### src/motor_pwm_map.vh
// Register map and field constants for the motor modulator configuration.
`ifndef MOTOR_PWM_MAP_VH
`define MOTOR_PWM_MAP_VH
`define CTL0_ADDR 12'hf20
`define CTL1_ADDR 12'hf21
`define DB_ADDR 12'hf22
`define PERIOD_ADDR 12'hf2a
`define DUTY0_ADDR 12'hf2b
`define DUTY1_ADDR 12'hf2c
`define DUTY2_ADDR 12'hf2d
`define CTL0_ENABLE 0
`define CTL0_READY 1
`define CTL1_RATE_HI 7
`define CTL1_RATE_LO 6
`define CTL1_INDEP 5
`define CTL1_POL_HI 4
`define CTL1_POL_LO 2
`define CTL1_DIV_HI 1
`define CTL1_DIV_LO 0
`define DB_RESET 8'h01
`define PERIOD_RESET 8'hff
`endif

### src/pair_deadband.v
// One output pair: polarity, complementary or independent mode, dead band.
`timescale 1ns/1ps
`include "motor_pwm_map.vh"
module pair_deadband (
   input wire clk_in,
   input wire reset_in,
   input wire run_in,
   input wire tick_in,
   input wire compare_in,
   input wire indep_in,
   input wire invert_in,
   input wire [7:0] dead_in,
   output reg high_out,
   output reg low_out
);
   reg prev_q;
   reg [7:0] dead_q;
   reg high_d;
   reg low_d;
   // A change of the compare level starts a fresh dead-band count.
   always @(posedge clk_in or posedge reset_in) begin
      if (reset_in) begin
         prev_q <= 1'b0;
         dead_q <= 8'h00;
      end else if (!run_in) begin
         prev_q <= 1'b0;
         dead_q <= 8'h00;
      end else if (tick_in) begin
         prev_q <= compare_in;
         if (compare_in != prev_q)
            dead_q <= dead_in;
         else if (dead_q != 8'h00)
            dead_q <= dead_q - 8'h01;
      end
   end
   always @* begin
      high_d = 1'b0;
      low_d = 1'b0;
      if (indep_in) begin
         high_d = compare_in;
         low_d = compare_in;
      end else if (dead_q == 8'h00 && compare_in == prev_q) begin
         high_d = compare_in;
         low_d = !compare_in;
      end
   end
   // Inversion applies only while running so the off-state stays low.
   always @(posedge clk_in or posedge reset_in) begin
      if (reset_in) begin
         high_out <= 1'b0;
         low_out <= 1'b0;
      end else if (!run_in) begin
         high_out <= 1'b0;
         low_out <= 1'b0;
      end else begin
         high_out <= high_d ^ invert_in;
         low_out <= low_d ^ invert_in;
      end
   end
endmodule

### src/motor_pwm_reload_deadband.v
// Modulator configuration, prescaler, period counter and reload control.
`timescale 1ns/1ps
`include "motor_pwm_map.vh"
module motor_pwm_reload_deadband (
   input wire clk_in,
   input wire reset_in,
   input wire external_modulator_clock_in,
   input wire clock_source_in,
   input wire [11:0] addr_in,
   input wire [7:0] wdata_in,
   input wire write_in,
   input wire read_in,
   output reg [7:0] rdata_out,
   output wire [5:0] pwm_out,
   output reg [5:0] pwm_oe_out,
   output reg reload_out
);
   reg [7:0] ctl0_q;
   reg [7:0] ctl1_q;
   reg [7:0] dead_band_time_q;
   reg [7:0] period_hold_q;
   reg [7:0] period_q;
   reg [23:0] duty_hold_q;
   reg [23:0] duty_q;
   reg [1:0] rate_q;
   reg [1:0] divide_q;
   reg [6:0] pre_q;
   reg [7:0] count_q;
   reg [2:0] periods_q;
   reg ext_prev_q;
   reg [7:0] rdata_d;
   wire run;
   wire src_edge;
   wire tick;
   wire period_end;
   wire reload;
   wire take_new;
   wire [1:0] new_rate;
   wire [1:0] new_divide;
   wire [2:0] compare;
   wire [5:0] pair_pins;

   function [6:0] div_mask;
      input [1:0] code;
      begin
         div_mask = (7'h01 << code) - 7'h01;
      end
   endfunction

   function [2:0] rate_mask;
      input [1:0] code;
      begin
         rate_mask = (3'h1 << code) - 3'h1;
      end
   endfunction

   assign run = ctl0_q[`CTL0_ENABLE];
   // The external clock is sampled; its rising edge forms the input tick.
   assign src_edge = clock_source_in ?
      (external_modulator_clock_in & ~ext_prev_q) : 1'b1;
   assign tick = run && src_edge && ((pre_q & div_mask(divide_q)) == 7'h00);
   assign period_end = tick && (count_q == period_q);
   // A reload falls on the period end that completes 2^rate periods.
   assign reload = period_end &&
      ((periods_q & rate_mask(rate_q)) == (3'h7 & rate_mask(rate_q)));
   // Period, duty and divide holding values are taken only when software has marked them ready.
   assign take_new = reload && ctl0_q[`CTL0_READY];
   // Holding copies of the buffered fields, as software last wrote them.
   assign new_rate = ctl1_q[`CTL1_RATE_HI:`CTL1_RATE_LO];
   assign new_divide = ctl1_q[`CTL1_DIV_HI:`CTL1_DIV_LO];

   ////////////////////////////////////////////////////////////////////////
   // Register writes.
   always @(posedge clk_in or posedge reset_in) begin
      if (reset_in) begin
         ctl0_q <= 8'h00;
         ctl1_q <= 8'h00;
         dead_band_time_q <= `DB_RESET;
         period_hold_q <= `PERIOD_RESET;
         duty_hold_q <= 24'h000000;
      end else begin
         if (write_in) begin
            case (addr_in)
               `CTL0_ADDR: ctl0_q <= wdata_in;
               `CTL1_ADDR: ctl1_q <= wdata_in;
               `DB_ADDR: dead_band_time_q <= wdata_in;
               `PERIOD_ADDR: period_hold_q <= wdata_in;
               `DUTY0_ADDR: duty_hold_q[7:0] <= wdata_in;
               `DUTY1_ADDR: duty_hold_q[15:8] <= wdata_in;
               `DUTY2_ADDR: duty_hold_q[23:16] <= wdata_in;
               default: ;
            endcase
         end
         // Ready clears once consumed, unless software sets it again now.
         if (reload && ctl0_q[`CTL0_READY] &&
             !(write_in && addr_in == `CTL0_ADDR))
            ctl0_q[`CTL0_READY] <= 1'b0;
      end
   end

   ////////////////////////////////////////////////////////////////////////
   // Working values and counters: prescaler first.
   // The reload edge counts as the first input edge of a new divide, so
   // the first tick after it is a full divided cycle away, never early.
   always @(posedge clk_in or posedge reset_in) begin
      if (reset_in) begin
         pre_q <= 7'h00;
         ext_prev_q <= 1'b0;
      end else begin
         ext_prev_q <= external_modulator_clock_in;
         if (!run)
            pre_q <= 7'h00;
         else if (take_new)
            pre_q <= 7'h01 & div_mask(new_divide);
         else if (src_edge)
            pre_q <= (pre_q + 7'h01) & div_mask(divide_q);
      end
   end

   ////////////////////////////////////////////////////////////////////////
   // Period counter runs 0 up to the working period, one step per tick;
   // it holds at zero while stopped so every start begins a full period.
   always @(posedge clk_in or posedge reset_in) begin
      if (reset_in)
         count_q <= 8'h00;
      else if (!run)
         count_q <= 8'h00;
      else if (tick)
         count_q <= period_end ? 8'h00 : count_q + 8'h01;
   end

   ////////////////////////////////////////////////////////////////////////
   // Periods since the last reload; the rate is picked up at period end.
   always @(posedge clk_in or posedge reset_in) begin
      if (reset_in) begin
         periods_q <= 3'h0;
         rate_q <= 2'h0;
      end else if (!run) begin
         periods_q <= 3'h0;
         rate_q <= new_rate;
      end else if (period_end) begin
         periods_q <= reload ? 3'h0 : periods_q + 3'h1;
         rate_q <= new_rate;
      end
   end

   ////////////////////////////////////////////////////////////////////////
   // Staged values move over only at a reload with values-ready set.
   always @(posedge clk_in or posedge reset_in) begin
      if (reset_in) begin
         divide_q <= 2'h0;
         period_q <= `PERIOD_RESET;
         duty_q <= 24'h000000;
      end else if (take_new) begin
         divide_q <= new_divide;
         period_q <= period_hold_q;
         duty_q <= duty_hold_q;
      end
   end

   ////////////////////////////////////////////////////////////////////////
   // Reload strobe and pin enables, registered for the pins.
   always @(posedge clk_in or posedge reset_in) begin
      if (reset_in) begin
         reload_out <= 1'b0;
         pwm_oe_out <= 6'h00;
      end else begin
         reload_out <= reload;
         pwm_oe_out <= {6{run}};
      end
   end

   ////////////////////////////////////////////////////////////////////////
   // Read port; divide and rate read from the holding copy.
   always @* begin
      case (addr_in)
         `CTL0_ADDR: rdata_d = ctl0_q;
         `CTL1_ADDR: rdata_d = ctl1_q;
         `DB_ADDR: rdata_d = dead_band_time_q;
         `PERIOD_ADDR: rdata_d = period_hold_q;
         `DUTY0_ADDR: rdata_d = duty_hold_q[7:0];
         `DUTY1_ADDR: rdata_d = duty_hold_q[15:8];
         `DUTY2_ADDR: rdata_d = duty_hold_q[23:16];
         default: rdata_d = 8'h00;
      endcase
   end

   always @(posedge clk_in or posedge reset_in) begin
      if (reset_in)
         rdata_out <= 8'h00;
      else if (read_in)
         rdata_out <= rdata_d;
      else
         rdata_out <= 8'h00;
   end

   ////////////////////////////////////////////////////////////////////////
   // Output pairs, high side on the even pin.
   genvar g;
   generate
      for (g = 0; g < 3; g = g + 1) begin : pair
         // Compare is high while the count is below the pair's duty.
         assign compare[g] = count_q < duty_q[g*8 +: 8];
         pair_deadband i_pair_deadband (
            .clk_in(clk_in),
            .reset_in(reset_in),
            .run_in(run),
            .tick_in(tick),
            .compare_in(compare[g]),
            .indep_in(ctl1_q[`CTL1_INDEP]),
            .invert_in(ctl1_q[`CTL1_POL_LO + g]),
            .dead_in(dead_band_time_q),
            .high_out(pair_pins[2*g]),
            .low_out(pair_pins[2*g + 1])
         );
      end
   endgenerate
   assign pwm_out = pair_pins;
endmodule

### config.mk
export PLATFORM = sky130hd
export DESIGN_NAME = motor_pwm_reload_deadband
export DESIGN_NICKNAME = d
export VERILOG_FILES = /design/src/pair_deadband.v /design/src/motor_pwm_reload_deadband.v
export VERILOG_INCLUDE_DIRS = /design/src /design/src/src
export SDC_FILE = /design/constraint.sdc
export NUM_CORES = 1
export LEC_CHECK = 0
export ABC_AREA = 1
export BUFFER_PORTS_ARGS = -buffer_cell sky130_fd_sc_hd__buf_2
export CAP_MARGIN = 15
export CORE_MARGIN = 5
export CORE_UTILIZATION = 45
export DETAILED_ROUTE_END_ITERATION = 10
export HOLD_SLACK_MARGIN = 0.05
export PLACE_DENSITY_LB_ADDON = 0.15
export SYNTH_ARGS = -nofsm -noshare
export SYNTH_HDL_FRONTEND = slang
export SYNTH_SLANG_ARGS = --single-unit
### constraint.sdc
create_clock -name clk_in -period 7 [get_ports clk_in]
set_input_delay 1.05 -clock clk_in [delete_from_list [all_inputs] [get_ports clk_in]]
set_output_delay 1.05 -clock clk_in [all_outputs]
set_load 0.005 [all_outputs]
# Yosys cells after proc, flatten, opt, wreduce, memory -nomap -nowiden
# Index checks and enable logic that the tools add are counted.
# totals
regBits	154
in_bits	26
word_cells	165
# op_classes
n_addsub	9
mux	53
bitwise	11
n_eq_ne	21
shift	3
n_lt_le_gt_ge	3
reduce_logical	34
# ops
cell	n
$mux W8	16
$eq A12 B12 Y1 const B	7
$pmux W8 S7	1
$mux W1	26
$logic_not A8 Y1	3
$lt A8 B8 Y1	3
$reduce_bool A8 Y1	3
$sub A8 B1 Y8 const B	3
$reduce_and A2 Y1	11
$mux W7	3
$and A7 B7 Y7	2
$ne A3 B1 Y1 const B	4
$logic_and A1 B1 Y1	10
$mux W3	3
$add A8 B1 Y8 const B	1
$eq A8 B8 Y1	1
$mux W2	4
$add A7 B1 Y7 const B	1
$logic_not A7 Y1	1
$shl A1 B2 Y7 const A	1
$sub A7 B1 Y7 const B	1
$xor A1 B1 Y1	6
$logic_not A1 Y1	4
$ne A2 B1 Y1 const B	2
other kinds (12)	17

# Depth between registers and ports, before layout
# Gate-level depths: netlist (run 1).
# logic_depth
ltp_word	11
mapped_depth	15
depth_no_buf	14

# Modules after synthesis
# From an unflattened synthesis (run 1), not the netlist that was laid out.
# unflattened
hier_cells	1087
hier_area_um2	8639.5
# by_module_without_submodules
mod	seq_area_each_um2	area_per_inst_um2	instances	cells_per_inst
motor_pwm_reload_deadband	3049.2	6187.2	1	727
pair_deadband (pair[0].i_pair_deadband ...)	275.3	809.5	2	120
pair_deadband (pair[2].i_pair_deadband)	275.3	833.3	1	120

# Least setup slack after synthesis (run 1)
# No wires, ideal clock.
# synth_path
path_type	input -> register
from	input addr_in[9]
to	register dead_band_time_q[7]
stages	8
n_path_buf	1
setup_slack_ns	4.711
t_arrival_ns	2.161
t_required_ns	6.872
path_cell_list	nand2_1 > nor2_2 > nand2_2 > nor3_4 > nand2_1 > buf_2 > nand2_1 > o21ai_0
# synth_between
elab_chain_cells	2
# synth_lines
item	line	rtl
start, declared	motor_pwm_reload_deadband.v:9	input wire [11:0] addr_in,
$eq A12 B12 Y1	motor_pwm_reload_deadband.v:83	case (addr_in)
$reduce_and A2 Y1 (no source line)	--	
end signal, assigned	motor_pwm_reload_deadband.v:78	dead_band_time_q <= `DB_RESET;
end signal, assigned	motor_pwm_reload_deadband.v:86	`DB_ADDR: dead_band_time_q <= wdata_in;
end, declared	motor_pwm_reload_deadband.v:20	reg [7:0] dead_band_time_q;
# No other way between the ends.
# A chain may end at the register's enable or synchronous reset.

# Final worst setup path (run 1)
# layout_path
from	register divide_q[1]
to	register pre_q[0]
# layout_between
elab_chain_cells	10
elab_cells_between_ends	13
cone_classes	add/sub (1); eq/ne (1); shift (1); mux (3); bitwise (2); reduce/logical (5)
# layout_lines
item	line	rtl
start, declared	motor_pwm_reload_deadband.v:26	reg [1:0] divide_q;
start signal, assigned	motor_pwm_reload_deadband.v:155	divide_q <= new_divide;
$shl A1 B2 Y7 *	motor_pwm_reload_deadband.v:46	div_mask = (7'h01 << code) - 7'h01;
$sub A7 B1 Y7 *	motor_pwm_reload_deadband.v:46	
$and A7 B7 Y7	motor_pwm_reload_deadband.v:61	assign tick = run && src_edge && ((pre_q & div_mask(divide_q)) == 7'h00);
$logic_not A7 Y1	motor_pwm_reload_deadband.v:61	
$logic_and A1 B1 Y1	motor_pwm_reload_deadband.v:61	
$logic_and A1 B1 Y1	motor_pwm_reload_deadband.v:62	assign period_end = tick && (count_q == period_q);
$logic_and A1 B1 Y1	motor_pwm_reload_deadband.v:64	assign reload = period_end &&
$logic_and A1 B1 Y1	motor_pwm_reload_deadband.v:67	assign take_new = reload && ctl0_q[`CTL0_READY];
$mux W7	motor_pwm_reload_deadband.v:113	else if (take_new)
$mux W7	motor_pwm_reload_deadband.v:111	if (!run)
end signal, assigned	motor_pwm_reload_deadband.v:114	pre_q <= 7'h01 & div_mask(new_divide);
end signal, assigned	motor_pwm_reload_deadband.v:116	pre_q <= (pre_q + 7'h01) & div_mask(divide_q);
end, declared	motor_pwm_reload_deadband.v:27	reg [6:0] pre_q;
# Every way passes the cells marked *; elsewhere a longest branch is shown, timed or not. The select of a mux whose other input is x is not followed.

==> impl_metrics.py, run 1 <==
metrics = {
    "outcome": {
        "outcome": "completed",
    },
    "critical_path": {
        "regToRegSetupSlack_ns": 3.86,
        "critical_path_class": "register to register",
        "crit_top_cell": "nand2_1",
        "data_arrival_critical_path_ns": 3.46,
        "worst-path-max-fanout": 53,
        "crit_required_ns": 7.32,
        "start_kind": "register",
        "critical_path.cell_chain": "or2_4, ha_1, o21ai_0, nor3_4, nand4_4, clkinv_4, nand3_1, nand2_1, nand2_1",
        "worstSetupEndpointType": "register",
        "max_stage_delay_ns": 0.72,
        "crit_slowest_cell": "nand4_4",
    },
    "clocking": {
        "cts_tree": "done",
        "cts.sinks": 154,
        "cts_buffer_depth": 2,
        "tritoncts.num_buffers": 17,
        "cts_hold_repair.buffers": 0,
        "htree_depth": 4,
        "cts-resized-gates": 0,
        "post-cts-setup-buffers": 0,
        "clkLatencyLatePin_ns": 0.43,
        "clock_slew_at_the_register_clock_pins_of_the_worst_setup_and_hold_paths_ns": 0.06,
        "clock-root-buffer": "clkbuf_16",
    },
    "detailed_routing": {
        "route.final.wire_length_mm": 20.7,
        "drt_first_pass_iters": 5,
        "num_vias": 6702,
        "drt-vias-per-instance": 5.14,
        "route.detailed.drc": 0,
        "drt_iter0_markers": 466,
        "avgRoutedWirePerCell_um": 15.9,
        "antenna_violating_nets_post_route": 0,
    },
    "synthesis": {
        "post_synth_edffs": 0,
        "mapped_cell_area_um2": 8220,
        "synth_area_per_cell_um2": 7.98,
        "synthDistinctLibCells": 39,
        "synthesized_flop_and_latch_total": 154,
        "yosysWarningCount": 0,
        "syn_inst": 1029,
        "synth_nets": 1083,
        "dominantRegCellSynth": "dfrtp_1",
        "ys_seq_area_frac": 0.472,
        "synth-async-reset-ratio": 1.00,
    },
    "pwr": {
        "p_switching_uw": 422,
        "design_power_total_mw": 1.83,
        "power.combinational.fraction": 0.025,
        "power_report.internal_total_mw": 1.41,
        "netSwitchingFraction": 0.231,
        "power_leakage_nw": 4.40,
        "power.share.clock": 0.486,
        "vdd.ir_drop.worst_mv": 0.153,
        "power.sequential.fraction": 0.489,
        "cellPowerDensity_nw_per_um2": 201,
    },
    "final_layout": {
        "design.final.nets": 1117,
        "utilization_after_layout": 0.506,
        "num_antenna_cells": 0,
        "share_of_final_layout_standard_cells_stronger_than_drive_strength_1": 0.117,
        "finish.cell_count_without_fillers": 1305,
        "flow.area_growth_from_synthesis_pct": 10.6,
    },
    "floorplanning": {
        "core.rowCount": 49,
        "start_util": 0.457,
        "floorplan.io_pins": 47,
        "die_area_um2": 21100,
        "height_of_the_die_um": 145,
        "design.core.area_um2": 18000,
        "die_x_um": 145,
    },
    "global_routing": {
        "grt_pass1_vias": 6315,
        "antenna_found_initial": 0,
        "grt_max_degree": 86,
        "global_route_wire_length_before_repair_mm": 34.1,
        "gr-total-overflow": 0,
        "gr-usage-all-layers": 0.201,
    },
    "placed_design": {
        "place.gp.congestion": 0.876,
        "preCtsSetupSlack_ns": 3.72,
        "io_buffers": 46,
        "place_inst": 1273,
        "post-dp-hpwl_mm": 15.0,
    },
    "min_path": {
        "hp-class": "register to register",
    },
    "timing": {
        "worstMarginPinSlew_ns": 0.893,
        "timing.fmax_mhz": 318,
        "setup_tns_ns": 0,
        "grt_setup_unrepaired": "no",
        "clock_skew_ns": 0.0118,
        "slew_headroom": 0.405,
        "setup_slack_ns": 3.86,
        "hold_viol_final": 0,
        "finalSetupViolCount": 0,
        "final.period_utilization": 0.449,
        "drv_slew": 0,
        "final.min_clock_period_ns": 3.14,
    },
    "run": {
        "max-cap-violations": 0,
    },
}
-- power groups by stage --
| stage | combinational, mW | sequential [mW] | clock [mW] |
|---|---|---|---|
| 2_1_floorplan | 0.0265 | 0.910 | 0 |
| 3_3_place_gp | 0.0463 | 0.911 | 0 |
| 3_5_place_dp | 0.0467 | 0.911 | 0 |
| 4_1_cts | 0.0468 | 0.894 | 0.907 |
| 5_1_grt | 0.0525 | 0.894 | 0.950 |
| 6_report | 0.0448 | 0.894 | 0.888 |
-- per-layer routing --
| metal | part of all wire | up-vias | track usage | wire (um) |
|---|---|---|---|---|
| met5 | 0 | - | 0 | 0 |
| met4 | 0.016 | 0 | 0.0541 | 331 |
| met3 | 0.055 | 22 | 0.0449 | 1130 |
| met2 | 0.44 | 164 | 0.292 | 9020 |
| met1 | 0.49 | 3124 | 0.302 | 10200 |
| li1 | - | 3392 | - | - |
-- worst paths after layout --
check,start,end,depth (start not counted)
setup / recovery,divide_q[1],pre_q[0],9
hold / removal,period_q[3],period_q[3],2
setup reg to reg,divide_q[1],pre_q[0],9
hold reg to reg,period_q[3],period_q[3],2
max in group asynchronous,reset_in,reload_out,3
min in group asynchronous,reset_in,duty_hold_q[18],2
-- stage by stage --
| step | instance area [um2] | hold slack [ns] |
|---|---|---|
| floorplan | 8220 | 0.349 |
| global placement | 8520 | 0.465 |
| detailed placement | 8520 | 0.465 |
| CTS | 9080 | 0.476 |
| global route | 9080 | 0.497 |
| finish | 9080 | 0.475 |
-- synth_stat cells (2+ instances only) --
library cell	instances	share of area
inv_1	120	0.055
ha_1	28	0.043
buf_4	13	0.012
o22ai_1	6	0.0046
nand3_1	74	0.045
o21ai_0	81	0.049
dfrtp_1	137	0.42
nand2_1	305	0.14
a211oi_1	2	0.0018
nor2_1	75	0.034
o21ai_1	20	0.012
buf_6	5	0.0069
inv_2	2	0.00091
o21a_1	4	0.0037
clkbuf_1	7	0.0032
nor2_2	3	0.0023
dfstp_2	17	0.054
nor3_1	7	0.0043
o21ai_2	7	0.0075
nor3_4	2	0.0040
a21oi_1	27	0.016
nand3b_1	2	0.0018
xor2_1	22	0.023
buf_2	7	0.0043
nand2_2	11	0.0084
nor4_1	3	0.0023
nand4_1	18	0.014
xnor2_1	6	0.0064
o221ai_1	8	0.0085
-- state kept, by name, summed over array words and instances, names as in the netlist --
register and flops:
periods_q 3, period_hold_q 8, pair.i_pair_deadband.high_out 3, duty_hold_q 24, period_q 8, duty_q 24, pair.i_pair_deadband.low_out 3, ctl0_q 8
reload_out 1, pre_q 7, ext_prev_q 1, pair.i_pair_deadband.dead_q 24, divide_q 2, rdata_out 8, dead_band_time_q 8, count_q 8
ctl1_q 8, pair.i_pair_deadband.prev_q 3, rate_q 2, pwm_oe_out 1
-- critical path, delay by kind of cell (launching register included) --
kind,cells,cell delay (ns)
AO/OA/AOI/OAI,1,0.15
adder cells (fa/ha/maj),1,0.29
buffers and inverters,1,0.44
flip-flops,1,0.45
AND/OR/NAND/NOR,6,1.69
-- cells in the final DEF (no fill, tap or decap), drive strengths merged --
cell type and count:
nand3b 2, clkinvlp 3, o21a 4, o22ai 6, o31ai 1, dfrtp 137
a32o 1, ha 28, o221ai 8, o21ai 108, a21oi 27, a31oi 1
clkbuf 20, or2 1, xnor2 6, clkinv 4, buf 48, nand4 20
bufinv 1, nor3 9, nor2 78, a211oi 2, nand2 316, o211ai 1
inv 127, nor4 4, xor2 22, nand3 74, dfstp 17
-- layout make-up --
class | count | area (um2)
multi-input combinational | 719 | 3640
inverter | 123 | 472
timing repair buffer | 48 | 245
fill | 1776 | 8880
clock buffer | 20 | 447
clock inverter | 12 | 115
sequential | 154 | 3870
tap | 229 | 287
-- cell families after synthesis --
kind of cell               after synthesis  share of synthesized area
and+or+nand+nor                        504                      0.263
AOI/OAI and AO/OA                      159                      0.108
buffers and inverters                  156                     0.0848
DFF                                    154                      0.472
xor gates and xnor gates                28                     0.0299
adders and majority gates               28                     0.0426
Note: power is estimated with default switching activity, not from simulation.
==> run 2, diff against run 1 <==
==> constraint.sdc (replaced) <==
create_clock -name clk_in -period 2.6 [get_ports clk_in]
set_input_delay 0.39 -clock clk_in [delete_from_list [all_inputs] [get_ports clk_in]]
set_output_delay 0.39 -clock clk_in [all_outputs]
set_load 0.005 [all_outputs]
==> impl_metrics.py, run 2 (synthesis gave the netlist of run 1 again) <==
metrics = {
    "timing": {
        "final.period_utilization": 0.893,
        "grt_setup_unrepaired": "no",
        "worstMarginPinSlew_ns": 0.566,
        "slew_headroom": 0.623,
        "timing.fmax_mhz": 431,
        "setup_slack_ns": 0.277,
        "final.min_clock_period_ns": 2.32,
        "setup_tns_ns": 0,
        "drv_slew": 0,
        "hold_viol_final": 0,
        "clock_skew_ns": 0.0114,
        "finalSetupViolCount": 0,
    },
    "global_routing": {
        "gr-total-overflow": 0,
        "grt_max_degree": 75,
        "global_route_wire_length_before_repair_mm": 35.2,
        "grt_pass1_vias": 6728,
        "gr-usage-all-layers": 0.205,
        "antenna_found_initial": 0,
    },
    "pwr": {
        "power_leakage_nw": 4.53,
        "design_power_total_mw": 4.96,
        "vdd.ir_drop.worst_mv": 0.443,
        "cellPowerDensity_nw_per_um2": 535,
    },
    "placed_design": {
        "preCtsSetupSlack_ns": 0.139,
        "post-dp-hpwl_mm": 15.7,
        "place.gp.congestion": 0.834,
        "io_buffers": 46,
        "placed_cell_area_um2": 8710,
    },
    "clocking": {
        "clock_slew_at_the_register_clock_pins_of_the_worst_setup_and_hold_paths_ns": 0.07,
        "clkLatencyLatePin_ns": 0.43,
        "post-cts-setup-buffers": 0,
        "htree_depth": 4,
        "cts_hold_repair.buffers": 0,
        "clock-root-buffer": "clkbuf_16",
        "cts_buffer_depth": 2,
        "cts_tree": "done",
        "cts-resized-gates": 0,
        "tritoncts.num_buffers": 17,
        "cts.sinks": 154,
    },
    "final_layout": {
        "layout.cells.most_common": "nand2_1",
        "flow.area_growth_from_synthesis_pct": 13.0,
        "num_antenna_cells": 0,
        "largest_registers": "duty_hold_q x24, duty_q x24, pair.i_pair_deadband.dead_q x24",
        "design.final.nets": 1140,
        "share_of_final_layout_standard_cells_stronger_than_drive_strength_1": 0.137,
        "postLayoutCellArea_um2": 9280,
        "layout_common_cells": "305 x nand2_1, 137 x dfrtp_1, 119 x inv_1",
    },
    "critical_path": {
        "worstSetupEndpointType": "register",
        "regToRegSetupSlack_ns": 0.28,
        "crit_required_ns": 2.90,
        "timing.rr.end": "duty_q[23]",
        "critical_path_class": "register to register",
        "start_kind": "register",
        "worst_reg2reg_path_startpoint": "divide_q[1]",
        "worst-path-max-fanout": 47,
        "rr_worst_depth": 8,
        "data_arrival_critical_path_ns": 2.63,
    },
    "detailed_routing": {
        "num_vias": 6929,
        "drt-vias-per-instance": 5.22,
        "antenna_violating_nets_post_route": 0,
        "route.detailed.drc": 0,
        "avgRoutedWirePerCell_um": 15.8,
        "drt_first_pass_iters": 7,
        "route.final.wire_length_mm": 21.0,
        "drt_iter0_markers": 410,
    },
    "floorplanning": {
        "height_of_the_die_um": 145,
        "die_area_um2": 21100,
        "floorplan.io_pins": 47,
        "design.core.area_um2": 18000,
        "core.rowCount": 49,
        "start_util": 0.457,
        "die_x_um": 145,
    },
    "min_path": {
        "hold-path-cell-count": 1,
        "hp-class": "input pin to register",
        "min_to": "ext_prev_q",
        "min-delay-start": "external_modulator_clock_in",
    },
    "outcome": {
        "outcome": "completed",
    },
    "run": {
        "max-cap-violations": 0,
    },
}
-- run 2: worst max-delay path, stage by stage, from the launching register on --
cell	delay, ns
dfrtp_1	0.44
or2_4	0.28
ha_1	0.29
o21ai_1	0.12
nor3_4	0.38
nand4_4	0.23
buf_6	0.28
nand2_1	0.10
o21ai_1	0.06
-- run 2: per-layer routing --
| metal | wire [um] | share of wire | GRT usage | vias to the layer above |
|---|---|---|---|---|
| li1 | - | - | - | 3440 |
| met1 | 10000 | 0.48 | 0.293 | 3278 |
| met2 | 9470 | 0.45 | 0.307 | 184 |
| met3 | 1200 | 0.057 | 0.0524 | 27 |
| met4 | 355 | 0.017 | 0.0625 | 0 |
| met5 | 0 | 0 | 0 | - |
-- run 2: stage by stage --
| step | utilization | hold slack, ns | cells |
|---|---|---|---|
| floorplan | - | 0.349 | 1029 |
| global placement | 0.485 | 0.459 | 1296 |
| detailed placement | 0.485 | 0.463 | 1296 |
| CTS | 0.517 | 0.0647 | 1328 |
| global route | 0.517 | 0.0632 | 1328 |
| finish | 0.517 | 0.0828 | 1328 |
-- run 2: cell type report --
| cell class | count | area (um2) |
|---|---|---|
| fill | 1765 | 8680 |
| sequential | 154 | 3870 |
| multi-input combinational | 719 | 3640 |
| inverter | 123 | 470 |
| timing repair buffer | 71 | 434 |
| clock buffer | 17 | 425 |
| tap | 229 | 287 |
| clock inverter | 15 | 148 |
-- run 2: worst max path at each step --
stage,start,to,cells after the start
3_3_place_gp,divide_q[1],duty_q[7],8
2_1_floorplan,reset_in,count_q[0],1
5_1_grt,divide_q[1],duty_q[23],11
3_5_place_dp,divide_q[1],duty_q[9],8
4_1_cts,divide_q[1],duty_q[23],8
6_report,divide_q[1],duty_q[23],8
-- run 2: report_power, final --
group          leakage (nW)  internal, mW  switching, mW
logic                  2.18        0.0313         0.0934
clock network         0.279          1.28           1.15
registers              2.07          2.40        0.00491
==> run 3, diff against run 2 <==
--- a/config.mk
+++ b/config.mk
@@ -6,7 +6,6 @@
 export SDC_FILE = /design/constraint.sdc
 export NUM_CORES = 1
 export LEC_CHECK = 0
-export ABC_AREA = 1
 export BUFFER_PORTS_ARGS = -buffer_cell sky130_fd_sc_hd__buf_2
 export CAP_MARGIN = 15
 export CORE_MARGIN = 5
==> impl_metrics.py, run 3 <==
metrics = {
    "clocking": {
        "tritoncts.num_buffers": 17,
        "htree_depth": 4,
        "clkLatencyLatePin_ns": 0.43,
        "clock_slew_at_the_register_clock_pins_of_the_worst_setup_and_hold_paths_ns": 0.07,
        "cts.sinks": 154,
        "cts_hold_repair.buffers": 0,
        "cts_tree": "done",
        "clock-root-buffer": "clkbuf_16",
        "cts_buffer_depth": 2,
    },
    "timing": {
        "fin_hold_ws_ns": 0.0833,
        "drv_slew": 0,
        "hold_viol_final": 0,
        "worstMarginPinSlew_ns": 0.894,
        "final.min_clock_period_ns": 2.61,
        "setup_slack_ns": -0.0108,
        "finalSetupViolCount": 3,
        "slew_headroom": 0.404,
        "timing.fmax_mhz": 383,
        "final.period_utilization": 1.00,
        "clock_skew_ns": 0.0150,
        "grt_setup_unrepaired": "yes",
        "setup_tns_ns": -0.0220,
    },
    "global_routing": {
        "gr-usage-all-layers": 0.211,
        "antenna_found_initial": 0,
        "gr-total-overflow": 0,
        "grt_pass1_vias": 6613,
        "global_route_wire_length_before_repair_mm": 35.7,
        "grt_max_degree": 155,
    },
    "critical_path": {
        "worst_reg2reg_path_startpoint": "divide_q[1]",
        "worst-path-max-fanout": 7,
        "max_stage_delay_ns": 0.48,
        "worstPathBufferInverterCount": 4,
        "timing.critical_path.max_delay_family": "compound AO/OA/AOI/OAI gates",
        "timing.rr.end": "periods_q[2]",
        "worstSetupEndpointType": "register",
        "crit_slowest_cell": "or4b_4",
        "start_kind": "register",
        "crit_top_cell": "buf_6",
        "data_arrival_critical_path_ns": 2.98,
        "critical_path.cell_chain": "buf_6, nand2b_4, ha_4, inv_2, a221o_1, buf_6, a2111oi_4, buf_6, nand2_4, or4b_4, a21oi_2",
        "crit_path_from": "divide_q[1]",
        "critical_path_class": "register to register",
        "rr_worst_depth": 11,
        "critical_path.endpoint": "periods_q[2]",
        "regToRegSetupSlack_ns": -0.01,
        "worstSetupPathDepth": 11,
        "crit_required_ns": 2.96,
    },
    "synthesis": {
        "synth.largest_area_cell": "dfrtp_1",
        "synthDistinctLibCells": 78,
        "synth_nets": 845,
        "ys_seq_area_frac": 0.462,
        "synth.top_cells.by_area": "dfrtp_1 41%, mux2_2 9.0%, dfstp_2 5.3%, ha_1 4.2%, nand2_1 3.4%",
        "yosysWarningCount": 0,
        "synth-async-reset-ratio": 1.00,
        "post_synth_edffs": 0,
        "synthesized_flop_and_latch_total": 154,
        "synthMostInstantiatedCell": "dfrtp_1",
        "syn_inst": 791,
        "ys_top_cells_by_count": "137 x dfrtp_1, 77 x nand2_1, 67 x mux2_2",
        "synth_area_per_cell_um2": 10.6,
        "dominantRegCellSynth": "dfrtp_1",
        "yosys_top_cell_area_share": 0.409,
        "mapped_cell_area_um2": 8380,
    },
    "final_layout": {
        "share_of_final_layout_standard_cells_stronger_than_drive_strength_1": 0.302,
        "num_antenna_cells": 0,
        "filler_cell_count": 1661,
        "layout.area.seq_um2": 3870,
        "layout_common_cells": "137 x dfrtp_1, 72 x nand2_1, 60 x mux2_2",
        "layout.cells.most_common": "dfrtp_1",
        "largest_registers": "duty_hold_q x24, duty_q x24, pair.i_pair_deadband.dead_q x24",
        "multi_input_comb_area_um2": 4190,
        "design.final.nets": 906,
        "flow.area_growth_from_synthesis_pct": 16.1,
    },
    "min_path": {
        "hold-path-cell-count": 1,
        "hp-class": "input pin to register",
    },
    "pwr": {
        "power.sequential.fraction": 0.483,
        "power.share.clock": 0.487,
        "design_power_total_mw": 4.98,
        "power_leakage_nw": 4.41,
        "power_report.internal_total_mw": 3.78,
        "vdd.ir_drop.worst_mv": 0.423,
        "cellPowerDensity_nw_per_um2": 512,
        "power.combinational.fraction": 0.030,
        "netSwitchingFraction": 0.242,
        "p_switching_mw": 1.21,
    },
    "outcome": {
        "failed_checks": "setup timing",
        "outcome": "complete, but fails checks",
    },
    "floorplanning": {
        "design.core.area_um2": 18500,
        "floorplan.io_pins": 47,
        "die_area_um2": 21400,
        "die_x_um": 146,
        "height_of_the_die_um": 146,
        "start_util": 0.452,
        "core.rowCount": 50,
    },
    "run": {
        "max-cap-violations": 0,
    },
    "detailed_routing": {
        "avgRoutedWirePerCell_um": 20.3,
        "drt_iter0_markers": 684,
        "route.final.wire_length_mm": 22.3,
        "drt-vias-per-instance": 5.94,
        "num_vias": 6524,
        "drt_first_pass_iters": 5,
        "antenna_violating_nets_post_route": 0,
        "route.detailed.drc": 0,
    },
    "placed_design": {
        "place.gp.congestion": 0.919,
        "preCtsSetupSlack_ns": -0.0870,
        "io_buffers": 46,
        "post-dp-hpwl_mm": 15.8,
    },
}
-- run 3: cell count changes after synthesis, moves of 9 or more --
cell	before	now
nand2b_1	0	9
mux2_2	0	67
xor2_1	22	5
mux2i_1	0	20
nor2_1	75	42
inv_1	120	38
o21ai_0	81	49
nand3_1	74	19
nand2_1	305	77
a22oi_1	0	9
or3_1	0	9
o21ai_1	20	4
nor3_1	7	17
-- run 3: layer usage --
metal / up-vias / GRT usage / share of wire
met5: - / 0 / 0
met4: 0 / 0.0842 / 0.033
met3: 43 / 0.0376 / 0.048
met2: 201 / 0.347 / 0.48
met1: 3277 / 0.276 / 0.44
li1: 3003 / - / -
-- run 3: cell type report --
type,count,share of cell area
flip-flops and latches,154,0.398
clock buffers,17,0.0437
multi-input cells,552,0.430
inverters,39,0.0154
well taps,234,0.0301
repair buffers,88,0.0679
clock inverters,15,0.0144
-- run 3: cell families (layout without fill, tap and decap cells) --
group | after synthesis | in the layout | synth area share
simple gates | 246 | 246 | 0.163
compound gates | 175 | 175 | 0.147
flops | 154 | 154 | 0.462
mux | 87 | 87 | 0.114
buf+inv | 85 | 159 | 0.0541
fa+ha+maj | 28 | 28 | 0.0418
xor+xnor | 16 | 16 | 0.0176
-- run 3: how the worst min path moves through the flow --
stage                                           start               end  slack (ns)
after floorplan                             ctl0_q[0]     pwm_oe_out[0]        0.35
after global placement               period_hold_q[1]  period_hold_q[1]        0.49
after detailed placement                    ctl0_q[5]         ctl0_q[5]        0.49
after global routing      external_modulator_clock_in        ext_prev_q        0.07
final                     external_modulator_clock_in        ext_prev_q        0.08
after CTS                 external_modulator_clock_in        ext_prev_q        0.07
-- run 3: timing repair --
item | in CTS | in global routing
pin swaps | 6 | 4
cloned | 1 | 2
setup endpoints to repair | 17 | 60
resized for setup | 19 | 35
setup buffers | 4 | 1
-- run 3: power by group through the flow --
stage | sequential, mW | combinational (mW) | clock [mW]
2_1_floorplan | 2.45 | 0.0827 | 0
3_3_place_gp | 2.45 | 0.147 | 0
3_5_place_dp | 2.45 | 0.150 | 0
4_1_cts | 2.41 | 0.151 | 2.47
5_1_grt | 2.41 | 0.167 | 2.58
6_report | 2.41 | 0.149 | 2.43
-- run 3: metrics by stage --
stage | cells | util | instance area [um2]
global route | 1099 | 0.526 | 9730
detailed placement | 1059 | 0.480 | 8890
floorplan | 791 | - | 8380
CTS | 1096 | 0.518 | 9590
global placement | 1059 | 0.480 | 8890
finish | 1099 | 0.526 | 9730
